$ cat src/core/config_load_pkg.sv
// constants, types and register map of the parallel configuration loader
// assumes a 50 MHz core clock and a host that drives request, clock and data pins
//
// Notes on behaviour
// - request low drives done low within 600 ns
// - request low drives status low within 600 ns
// - status stays low 268 to 1506 us
// - status released within 1506 us after request high
// - data word captured on config clock rising edge
// - ratio one unless decompression or security on
// - oscillator init: user mode 175 to 437 us
// - user clock init: 8576 user clock periods
package config_load_pkg;

  // core clock
  localparam int CLK_PERIOD_NS      = 20;

  // documented times in their own units
  localparam int REQ_REACT_MAX_NS   = 600;
  localparam int STATUS_LOW_MIN_US  = 268;
  localparam int STATUS_LOW_MAX_US  = 1506;
  localparam int INIT_OSC_MIN_US    = 175;
  localparam int INIT_OSC_MAX_US    = 437;
  localparam int USER_INIT_PERIODS  = 8576;

  // derived cycle counts: least times round up, longest round down
  localparam int REQ_REACT_MAX_CYC  = REQ_REACT_MAX_NS / CLK_PERIOD_NS;
  localparam int STATUS_LOW_MIN_CYC = (STATUS_LOW_MIN_US * 1000 + CLK_PERIOD_NS - 1)
                                      / CLK_PERIOD_NS;
  localparam int STATUS_LOW_MAX_CYC = (STATUS_LOW_MAX_US * 1000) / CLK_PERIOD_NS;
  localparam int INIT_OSC_MIN_CYC   = (INIT_OSC_MIN_US * 1000 + CLK_PERIOD_NS - 1)
                                      / CLK_PERIOD_NS;
  localparam int INIT_OSC_MAX_CYC   = (INIT_OSC_MAX_US * 1000) / CLK_PERIOD_NS;

  // widths
  localparam int TIMER_W            = 17;
  localparam int DATA_W             = 32;
  localparam int ADDR_W             = 4;
  localparam int COUNT_W            = 24;
  localparam int RATIO_W            = 4;
  localparam int FIFO_DEPTH         = 8;

  // register byte offsets
  localparam logic [ADDR_W-1:0] REG_CONTROL    = 4'h0;
  localparam logic [ADDR_W-1:0] REG_LOAD_WORDS = 4'h4;
  localparam logic [ADDR_W-1:0] REG_STATUS     = 4'h8;
  localparam logic [ADDR_W-1:0] REG_WORD_COUNT = 4'hC;

  // control field positions
  localparam int CTL_WIDTH_LSB      = 0;
  localparam int CTL_DECOMP_BIT     = 2;
  localparam int CTL_SECURE_BIT     = 3;
  localparam int CTL_USER_CLK_BIT   = 4;
  localparam int CTL_RATIO_LSB      = 8;

  // status field positions
  localparam int STS_STATE_LSB      = 0;
  localparam int STS_DONE_BIT       = 3;
  localparam int STS_USER_BIT       = 4;
  localparam int STS_FAULT_BIT      = 5;
  localparam int STS_LINE_BIT       = 6;

  // reset values
  localparam logic [1:0]         WIDTH_RESET = 2'h2;
  localparam logic [RATIO_W-1:0] RATIO_RESET = 4'h1;
  localparam logic [RATIO_W-1:0] RATIO_MIN_SECURE = 4'h2;
  localparam logic [COUNT_W-1:0] LOAD_WORDS_RESET = 24'h000000;

  typedef enum logic [1:0] {
    BUS_X8  = 2'h0,
    BUS_X16 = 2'h1,
    BUS_X32 = 2'h2
  } bus_width_t;

  // gray along clear, load, init, user
  typedef enum logic [2:0] {
    ST_CLEAR = 3'h0,
    ST_LOAD  = 3'h1,
    ST_INIT  = 3'h3,
    ST_USER  = 3'h2,
    ST_FAULT = 3'h6
  } load_state_t;

  typedef struct packed {
    logic [DATA_W-1:0] data;
    bus_width_t        width;
  } config_word_t;

endpackage

$ cat src/core/word_fifo.sv
// generic flip-flop FIFO with valid and ready on both sides
// assumes one clock and a synchronous active-high reset
`timescale 1ns/1ps
`default_nettype none
module word_fifo #(
  parameter int WIDTH = 8,
  parameter int DEPTH = 8
) (
  // clock and reset
  input  wire logic             core_clk,
  input  wire logic             rst,
  // filling side
  input  wire logic             in_valid,
  output logic                  in_ready,
  input  wire logic [WIDTH-1:0] in_data,
  // draining side
  output logic                  out_valid,
  input  wire logic             out_ready,
  output logic [WIDTH-1:0]      out_data
);

  localparam int PTR_W = $clog2(DEPTH);

  logic [WIDTH-1:0] mem [DEPTH];
  logic [PTR_W-1:0] wr_ptr;
  logic [PTR_W-1:0] rd_ptr;
  logic [PTR_W:0]   fill;
  logic             push;
  logic             pop;

  assign in_ready  = (fill != (PTR_W+1)'(DEPTH));
  assign out_valid = (fill != '0);
  assign push      = in_valid & in_ready;
  assign pop       = out_valid & out_ready;
  assign out_data  = mem[rd_ptr];

  always_ff @(posedge core_clk) begin
    if (push) begin
      mem[wr_ptr] <= in_data;
    end
  end

  always_ff @(posedge core_clk) begin
    if (rst) begin
      wr_ptr <= '0;
      rd_ptr <= '0;
      fill   <= '0;
    end else begin
      if (push) begin
        wr_ptr <= (wr_ptr == PTR_W'(DEPTH - 1)) ? '0 : wr_ptr + 1'b1;
      end
      if (pop) begin
        rd_ptr <= (rd_ptr == PTR_W'(DEPTH - 1)) ? '0 : rd_ptr + 1'b1;
      end
      fill <= fill + (PTR_W+1)'(push) - (PTR_W+1)'(pop);
    end
  end

endmodule
`default_nettype wire

$ cat src/core/parallel_config_load.sv
// device side of the fast parallel configuration load sequence
// assumes host pins arrive asynchronously, status is an open-drain line and
// captured words are drained by the configuration memory over word_valid/word_ready
`timescale 1ns/1ps
`default_nettype none
module parallel_config_load #(
  parameter int STATUS_LOW_CYCLES = config_load_pkg::STATUS_LOW_MIN_CYC,
  parameter int INIT_OSC_CYCLES   = config_load_pkg::INIT_OSC_MIN_CYC,
  parameter int USER_INIT_EDGES   = config_load_pkg::USER_INIT_PERIODS
) (
  // clock and reset
  input  wire logic                                  core_clk,
  input  wire logic                                  rst,
  // register port
  input  wire logic [config_load_pkg::ADDR_W-1:0]    reg_addr,
  input  wire logic [config_load_pkg::DATA_W-1:0]    reg_wdata,
  input  wire logic                                  reg_write,
  input  wire logic                                  reg_read,
  output logic [config_load_pkg::DATA_W-1:0]         reg_rdata,
  // host pins
  input  wire logic                                  config_request_n,
  input  wire logic                                  config_clock,
  input  wire logic [config_load_pkg::DATA_W-1:0]    config_data,
  input  wire logic                                  user_init_clock,
  // open-drain status line
  input  wire logic                                  config_status_n_in,
  output logic                                       config_status_n_out,
  output logic                                       config_status_n_oe_n,
  // done and user mode
  output logic                                       config_done,
  output logic                                       user_mode,
  // captured words toward configuration memory
  output logic                                       word_valid,
  input  wire logic                                  word_ready,
  output config_load_pkg::config_word_t              word_out
);

  import config_load_pkg::*;

  localparam int PIN_W = 4 + DATA_W;

  // pin synchronisers
  logic [PIN_W-1:0]   pins_meta;
  logic [PIN_W-1:0]   pins_sync;
  logic               clk_pin_d;
  logic               uclk_pin_d;

  logic               req_low;
  logic               line_high;
  logic               config_clock_rise;
  logic               uclk_rise;
  logic [DATA_W-1:0]  data_sync;

  // registers
  bus_width_t         bus_width;
  logic               decomp_en;
  logic               secure_en;
  logic               user_clk_opt;
  logic [RATIO_W-1:0] ratio;
  logic [COUNT_W-1:0] load_words;
  logic [COUNT_W-1:0] word_count;
  logic               fault;

  // sequencing
  load_state_t        state;
  load_state_t        next_state;
  logic [TIMER_W-1:0] timer;
  logic [RATIO_W-1:0] phase;
  logic [RATIO_W-1:0] ratio_eff;
  logic               capture;
  logic               overflow;
  logic               load_complete;
  logic               init_complete;
  logic               hold_status;

  // fifo
  config_word_t       push_word;
  logic               push_ready;
  logic               fifo_empty_n;

  always_ff @(posedge core_clk) begin
    if (rst) begin
      // request idles high, so reset must not look like a fresh request
      pins_meta <= {1'b1, {(PIN_W-1){1'b0}}};
      pins_sync <= {1'b1, {(PIN_W-1){1'b0}}};
    end else begin
      pins_meta <= {config_request_n, config_status_n_in, config_clock,
                    user_init_clock, config_data};
      pins_sync <= pins_meta;
    end
  end

  assign req_low   = ~pins_sync[PIN_W-1];
  assign line_high = pins_sync[PIN_W-2];
  assign data_sync = pins_sync[DATA_W-1:0];

  always_ff @(posedge core_clk) begin
    if (rst) begin
      clk_pin_d  <= 1'b0;
      uclk_pin_d <= 1'b0;
    end else begin
      clk_pin_d  <= pins_sync[PIN_W-3];
      uclk_pin_d <= pins_sync[PIN_W-4];
    end
  end

  assign config_clock_rise = pins_sync[PIN_W-3] & ~clk_pin_d;
  assign uclk_rise = pins_sync[PIN_W-4] & ~uclk_pin_d;

  // register writes
  always_ff @(posedge core_clk) begin
    if (rst) begin
      bus_width    <= bus_width_t'(WIDTH_RESET);
      decomp_en    <= 1'b0;
      secure_en    <= 1'b0;
      user_clk_opt <= 1'b0;
      ratio        <= RATIO_RESET;
      load_words   <= LOAD_WORDS_RESET;
    end else if (reg_write) begin
      case (reg_addr)
        REG_CONTROL: begin
          bus_width    <= bus_width_t'(reg_wdata[CTL_WIDTH_LSB +: 2]);
          decomp_en    <= reg_wdata[CTL_DECOMP_BIT];
          secure_en    <= reg_wdata[CTL_SECURE_BIT];
          user_clk_opt <= reg_wdata[CTL_USER_CLK_BIT];
          ratio        <= reg_wdata[CTL_RATIO_LSB +: RATIO_W];
        end
        REG_LOAD_WORDS: begin
          load_words <= reg_wdata[COUNT_W-1:0];
        end
        default: begin
        end
      endcase
    end
  end

  // read data stand only in the cycle after the strobe
  always_ff @(posedge core_clk) begin
    if (rst) begin
      reg_rdata <= '0;
    end else if (reg_read) begin
      case (reg_addr)
        REG_CONTROL: begin
          reg_rdata <= DATA_W'({ratio, 3'h0, user_clk_opt, secure_en, decomp_en,
                                2'(bus_width)});
        end
        REG_LOAD_WORDS: begin
          reg_rdata <= DATA_W'(load_words);
        end
        REG_STATUS: begin
          reg_rdata <= DATA_W'({line_high, fault, user_mode, config_done, 3'(state)});
        end
        REG_WORD_COUNT: begin
          reg_rdata <= DATA_W'(word_count);
        end
        default: begin
          reg_rdata <= '0;
        end
      endcase
    end else begin
      reg_rdata <= '0;
    end
  end

  // ratio is forced to one with both features off, at least two otherwise
  always_comb begin
    if (!(decomp_en | secure_en)) begin
      ratio_eff = RATIO_W'(1);
    end else if (ratio < RATIO_MIN_SECURE) begin
      ratio_eff = RATIO_MIN_SECURE;
    end else begin
      ratio_eff = ratio;
    end
  end

  // one word per ratio_eff rising edges; the host holds it in between
  assign capture  = (state == ST_LOAD) & config_clock_rise & (phase == '0)
                    & (word_count != load_words);
  assign overflow = capture & ~push_ready;

  always_comb begin
    push_word.width = bus_width;
    case (bus_width)
      BUS_X8:  push_word.data = {24'h000000, data_sync[7:0]};
      BUS_X16: push_word.data = {16'h0000, data_sync[15:0]};
      default: push_word.data = data_sync;
    endcase
  end

  always_ff @(posedge core_clk) begin
    if (rst || req_low || state != ST_LOAD) begin
      phase <= '0;
    end else if (config_clock_rise) begin
      phase <= (phase + 1'b1 == ratio_eff) ? '0 : phase + 1'b1;
    end
  end

  always_ff @(posedge core_clk) begin
    if (rst || req_low) begin
      word_count <= '0;
    end else if (capture && push_ready) begin
      word_count <= word_count + 1'b1;
    end
  end

  always_ff @(posedge core_clk) begin
    if (rst || req_low) begin
      fault <= 1'b0;
    end else if (overflow || (state == ST_LOAD && !line_high)) begin
      fault <= 1'b1;
    end
  end

  assign load_complete = (word_count == load_words) & ~fifo_empty_n;
  assign init_complete = user_clk_opt ? (timer >= TIMER_W'(USER_INIT_EDGES))
                                      : (timer >= TIMER_W'(INIT_OSC_CYCLES));

  always_comb begin
    next_state = state;
    case (state)
      ST_CLEAR: begin
        if (!req_low && timer >= TIMER_W'(STATUS_LOW_CYCLES) && line_high) begin
          next_state = ST_LOAD;
        end
      end
      ST_LOAD: begin
        if (overflow || !line_high) begin
          next_state = ST_FAULT;
        end else if (load_complete) begin
          next_state = ST_INIT;
        end
      end
      ST_INIT: begin
        if (init_complete) begin
          next_state = ST_USER;
        end
      end
      ST_USER: begin
        next_state = ST_USER;
      end
      ST_FAULT: begin
        next_state = ST_FAULT;
      end
      default: begin
        next_state = ST_CLEAR;
      end
    endcase
    if (req_low) begin
      next_state = ST_CLEAR;
    end
  end

  always_ff @(posedge core_clk) begin
    if (rst) begin
      state <= ST_CLEAR;
    end else begin
      state <= next_state;
    end
  end

  // status low time counts from the last cycle the request was seen low
  always_ff @(posedge core_clk) begin
    if (rst || req_low || state != next_state) begin
      timer <= '0;
    end else if (timer != '1) begin
      case (state)
        ST_CLEAR: timer <= timer + 1'b1;
        ST_INIT:  timer <= (user_clk_opt && !uclk_rise) ? timer : timer + 1'b1;
        default:  timer <= timer;
      endcase
    end
  end

  // status held low while clearing or after a fault; extended by the request
  assign hold_status = (state == ST_CLEAR && (req_low || timer < TIMER_W'(STATUS_LOW_CYCLES)))
                       || state == ST_FAULT;

  always_ff @(posedge core_clk) begin
    if (rst) begin
      config_status_n_oe_n <= 1'b0;
    end else begin
      config_status_n_oe_n <= ~(hold_status | (req_low & ~rst));
    end
  end

  assign config_status_n_out = 1'b0;

  always_ff @(posedge core_clk) begin
    if (rst || req_low) begin
      config_done <= 1'b0;
    end else begin
      config_done <= (next_state == ST_INIT) || (next_state == ST_USER);
    end
  end

  always_ff @(posedge core_clk) begin
    if (rst || req_low) begin
      user_mode <= 1'b0;
    end else begin
      user_mode <= (next_state == ST_USER);
    end
  end

  word_fifo #(
    .WIDTH ($bits(config_word_t)),
    .DEPTH (FIFO_DEPTH)
  ) i_word_fifo (
    .core_clk  (core_clk),
    .rst       (rst | req_low),
    .in_valid  (capture),
    .in_ready  (push_ready),
    .in_data   (push_word),
    .out_valid (fifo_empty_n),
    .out_ready (word_ready),
    .out_data  (word_out)
  );

  assign word_valid = fifo_empty_n;

endmodule
`default_nettype wire

$ cat config.mk
export PLATFORM = sky130hd
export DESIGN_NAME = parallel_config_load
export DESIGN_NICKNAME = d
export VERILOG_FILES = /design/src/core/config_load_pkg.sv /design/src/core/word_fifo.sv /design/src/core/parallel_config_load.sv
export SDC_FILE = /design/constraint.sdc
export NUM_CORES = 1
export LEC_CHECK = 0
export BUFFER_PORTS_ARGS = -buffer_cell sky130_fd_sc_hd__clkbuf_2
export CORE_UTILIZATION = 60
export DETAILED_ROUTE_END_ITERATION = 7
export PLACE_DENSITY = 0.8
export SETUP_SLACK_MARGIN = 0.02
export SYNTH_ARGS = -nofsm -noshare
export SYNTH_HDL_FRONTEND = slang
export SYNTH_SLANG_ARGS = --single-unit
$ cat constraint.sdc
create_clock -name core_clk -period 8 [get_ports core_clk]
set_input_delay 0.8 -clock core_clk [delete_from_list [all_inputs] [get_ports core_clk]]
set_output_delay 0.8 -clock core_clk [all_outputs]
set_load 0.005 [all_outputs]
* Word-level counts from Yosys, hierarchy flattened *
Memory sizes are Yosys's and may differ from the RTL's. A register that Yosys moved wholly into a read port is not among the register bits.
Index checks and enable logic that the tools add are counted.

word-level totals
  register bits = 201
  bits in latches = 0
  bits in writable memories = 272
  memory bits (read-only) = 0
  input bits = 77
  output and inout port bits = 71
  logic and storage cells = 122
  memories kept = 1

operators by class
  $add $sub $neg = 7
  multipliers = 0
  div/mod/pow operators = 0
  order comparisons = 5
  equal/unequal tests = 20
  shifts and indexed selects = 0
  muxes and demuxes = 20
  bitwise logic cells = 21
  reduce and logical (&&, ||, !) cells = 26

memories
  memory           words  width  read ports  clocked after Yosys merged registers in  write ports  RTL line         source
  i_word_fifo.mem  8      34     1           1                                        1            word_fifo.sv:24  logic [WIDTH-1:0] mem [DEPTH];

operators with widths
  kind                     count
  $pmux W24 S4             1
  $pmux W32 S2             1
  $ge A17 B14 Y1 const B   3
  $pmux W17 S2             1
  $mux W3                  9
  $add A24 B1 Y24 const B  1
  $eq A24 B24 Y1           1
  $ne A24 B24 Y1           1
  $add A17 B1 Y17 const B  1
  $lt A17 B14 Y1 const B   1
  $mux W17                 1
  $ne A17 B17 Y1 const B   1
  $pmux W3 S5              1
  $eq A3 B2 Y1 const B     4
  $mux W4                  3
  $and A1 B1 Y1            10
  $eq A3 B3 Y1 const B     3
  $eq A4 B4 Y1 const B     2
  $logic_not A4 Y1         2
  $logic_or A1 B1 Y1       8
  $not A1 Y1               8
  $add A3 B1 Y3 const B    2
  $logic_and A1 B1 Y1      6
  $add A4 B1 Y4            1
  21 further kinds         27

* Depth between registers and ports, before layout *
  depth after elaboration = 12
  depth in mapped cells = 13
  depth with buffers taken out = 13

* Cells and area by module *
Synthesis repeated with hierarchy kept, for this count alone.

second synthesis, totals
  cell total of the unflattened synthesis = 1,295
  area total of the unflattened synthesis = 18,396.4 um2

by module, submodules not included
  module                instances  cells each  area each (um2)  sequential area each (um2)
  word_fifo             1          470         11,048.1         8,428.1
  parallel_config_load  1          825         7,348.3          3,663.5

* Worst setup path before layout *
No wires, ideal clock.

  kind = flip-flop to flip-flop
  start point = register state[2]
  end point = memory i_word_fifo.mem[2][0] (netlist name), enable pin
  library setup time = 0.523 ns
  data arrival time = 5.325 ns
  required time = 7.477 ns
  setup slack = 2.153 ns
  cell stages (with the launch flop) = 8
  buffers on the path = 3
  period minus slack after synthesis = 5.847 ns
  cell sequence = dfxtp_1 buf_6 or3b_4 a2111oi_2 o21ai_1 buf_2 buf_2 nor4b_1

between the ends
  longest elaborated chain between the ends = 7

ends and longest elaborated chain
  what                           RTL line                     source
  from (decl)                    parallel_config_load.sv:65   load_state_t state;
  from (signal assigned)         parallel_config_load.sv:257  state <= next_state;
  $eq A3 B1 Y1                   parallel_config_load.sv:177  assign capture = (state == ST_LOAD) & config_clock_rise & (phase == '0)
  $and A1 B1 Y1 (2 in a row)     parallel_config_load.sv:177
  $and A1 B1 Y1                  parallel_config_load.sv:178  & (word_count != load_words);
  $and A1 B1 Y1                  word_fifo.sv:33              assign push = in_valid & in_ready;
  $mux W1                        word_fifo.sv:38              if (push) begin
  $mux W1 (implied by the code)  word_fifo.sv:39              mem[wr_ptr] <= in_data;
  to (decl)                      word_fifo.sv:24

Every way passes these cells.

==> metrics.yaml <==
yosys:
  synthMuxAreaShare_pct: 11.7
  yosys.area_share.simple_pct: 11.1
  netlist_area_um2: 18400
  synthCells: 1302
  ys_seq_elements: 468
  ys_seq_area_share_pct: 65.7
  synthTopCellsByCount: "edfxtp_1, dfxtp_1, nor2b_1"
  synth_area_per_cell_um2: 14.1
  synth_xor_xnor_area_share_pct: 2.55
  yosys-top-cells-area: "edfxtp_1, dfxtp_1, mux4_2"
  synth_most_common_cell: "edfxtp_1"
  synth_edf_count: 272
  synth-async-reset-ratio_pct: 0
  synth_compound_area_share_pct: 5.18
  synth_cell_types: 68
  synth_top_area_share_pct: 44.3
  synthAdderAreaFrac_pct: 1.20
  synth_top_family_by_area: "multiplexers"
  ys_warn_count: 0
  yosysTopAreaCell: "edfxtp_1"
  synth-main-ff-cell: "edfxtp_1"
worst_setup_path:
  cp.arrival_ps: 3180
  critPathMaxFanout: 37
  cp_cell_sequence: "buf_4 -> mux4_2 -> mux2_2 -> clkbuf_2"
  endpoint_kind: "output port"
  crit_required_ps: 7200
  worst_path_max_delay_cell: "dfxtp_4"
  cpPeakStageDelay_ps: 790
  startpoint_type: "register"
  criticalPathCategory: "reg2out"
routing:
  vias_per_cell: 5.87
  drc: 0
  via_count: 10900
  wl_um: 37100
  wl_per_cell_um: 20.1
  drt_iter0_markers: 836
  drt_pre_antenna_iters: 5
  ant_nets: 0
floorplanning:
  rows: 63
  die_area_um2: 31400
  die_w_um: 177
  io_pins: 148
  start_util_pct: 61.5
  die_h_um: 177
  coreArea_um2: 30000
pwr:
  leakage_nw: 7.50
  ir_worst_vdd_uv: 204
  p_per_area_nw_per_um2: 230
sta:
  timing.final.crit_share_pct: 49.7
  fin_crit_ps: 3980
  hold_violations: 0
  tns_ps: 0
  clock.fmax_mhz: 251
  rsz0062_at_grt: "no"
  finClkSkew_ps: 19.7
  maxSlewViolCount: 0
  max-slew-margin-rel_pct: 15.7
  worst_pin_slew_ps: 1260
  setup_viol_count_final: 0
  hold_ws_ps: 415
cells_and_area:
  drive_above_1_share_pct: 24.0
  fillerInstances: 1964
  n_antenna_cell: 0
  fin_nets: 1517
  areaGrowthSynthToFinish_pct: 13.5
global_route:
  grt_max_degree: 69
  grt-ovfl-total: 0
  grt_pass1_wl_um: 58300
  antenna_found_initial: 0
  first_global_vias: 11000
  grt_usage_pct: 24.2
min_path:
  holdCritPathClass: "reg2reg"
cts:
  clkSlewWorstSetupHoldPaths_ps: 70
  cts_max_level: 2
  clockBufferDepth: 3
  cts_tree: "yes"
  cts_setup_buffers: 0
  worstSkewPairLatency_ps: 560
  clock-sinks: 468
  hold_buffers: 0
  numCtsBuffers: 45
  cts-resized-gates: 0
  cts_root_buffer: "clkbuf_16"
placement:
  dpl.hpwl_um: 20900
  routabilityCongestion: 0.807
  port-buffer-count: 130
flow_run:
  drv_cap: 0
run_status:
  status: "completed"
[critical path, delay by kind of cell (launching register included)]
family                 cells  cell delay [ps]
flip-flops                 1              790
multiplexers               2              930
buffers and inverters      2              850
[per-layer routing]
metal,vias up,GRT usage (%),part of all wire (%)
met5,-,0,0
met4,0,8.84,2.8
met3,74,3.76,6.0
met2,374,41.0,50
met1,5398,31.4,42
li1,5013,-,-
[flip-flops by register name (all words and copies together) (netlist names), 2 cells and up, named ones only]
| signal | count |
|---|---|
| bus_width | 2 |
| state | 3 |
| reg_rdata | 24 |
| pins_sync | 36 |
| phase | 4 |
| i_word_fifo.rd_ptr | 3 |
| i_word_fifo.fill | 4 |
| pins_meta | 36 |
| i_word_fifo.wr_ptr | 3 |
| ratio | 4 |
| load_words | 24 |
| timer | 17 |
| word_count | 24 |
| i_word_fifo.mem | 272 |
[layout by cell type, fill, tap and decap left out, drive strengths merged, types with 4 or more instances in the layout]
master and n:
inv 33, nor2 67, nand3 17, mux4 73, mux2 35, and2 25
o31ai 5, a21oi 60, ha 16, bufinv 4, clkinv 7, nor3b 4
or4 4, nand4 15, nor2b 92, and4 5, nand2 87, nor4 9
clkbuf 199, buf 18, conb 9, a31oi 6, or2 4, a31o 6
a211oi 7, nor3 33, mux2i 11, xor2 21, edfxtp 272, xnor2 30
and3 4, o21ai 16, nand2b 6, a22oi 15, dfxtp 196, or3 12
[logic make-up after synthesis]
logic type / count (synthesis)
muxes: 119
other: 1
xor gates and xnor gates: 52
DFF: 468
AOI/OAI and AO/OA: 142
and+or+nand+nor: 391
buffers and inverters: 112
adders and majority gates: 17
[where the power goes]
| part | internal [mW] | leakage [nW] | switching (mW) |
|---|---|---|---|
| sequential | 2.56 | 4.33 | 0.0116 |
| combinational | 0.0375 | 2.44 | 0.0612 |
| clock | 1.26 | 0.723 | 0.882 |
| total | 3.85 | 7.50 | 0.954 |
[final timing paths]
check / start / end / slack, ps / cells past startpoint
setup / recovery: register / word_out[13] / 4020 / 4
hold / removal: pins_meta[35]$_SDFF_PP1_ / pins_sync[35]$_SDFF_PP1_ / 420 / 1
setup reg to reg: state[0]$_SDFF_PP0_ / i_word_fifo.mem[5][29]$_DFFE_PP_ / 4430 / 8
hold reg to reg: pins_meta[35]$_SDFF_PP1_ / pins_sync[35]$_SDFF_PP1_ / 420 / 1
[cell type report]
| type | instances | area (um^2) | share of cell area [%] |
|---|---|---|---|
| Sequential cell | 468 | 12100 | 57.9 |
| Inverter | 31 | 116 | 0.557 |
| Clock inverter | 14 | 198 | 0.946 |
| Multi-Input combinational cell | 730 | 5920 | 28.3 |
| Clock buffer | 70 | 1300 | 6.23 |
| Tap cell | 390 | 488 | 2.33 |
| Timing Repair Buffer | 147 | 781 | 3.74 |
[per-stage QoR]
step / power [mW] / cells / util, % / worst slack [ps] / instance area (um^2)
after global routing: 4.94 / 1850 / 69.8 / 3820 / 20900
final: 4.81 / 1850 / 69.8 / 4020 / 20900
after global placement: 2.72 / 1766 / 64.8 / 4480 / 19400
after detailed placement: 2.72 / 1766 / 64.8 / 4440 / 19400
after CTS: 4.84 / 1850 / 69.8 / 3940 / 20900
after floorplan: 2.68 / 1310 / - / 2150 / 18400
No activity file was read; power rests on OpenSTA's default activity.
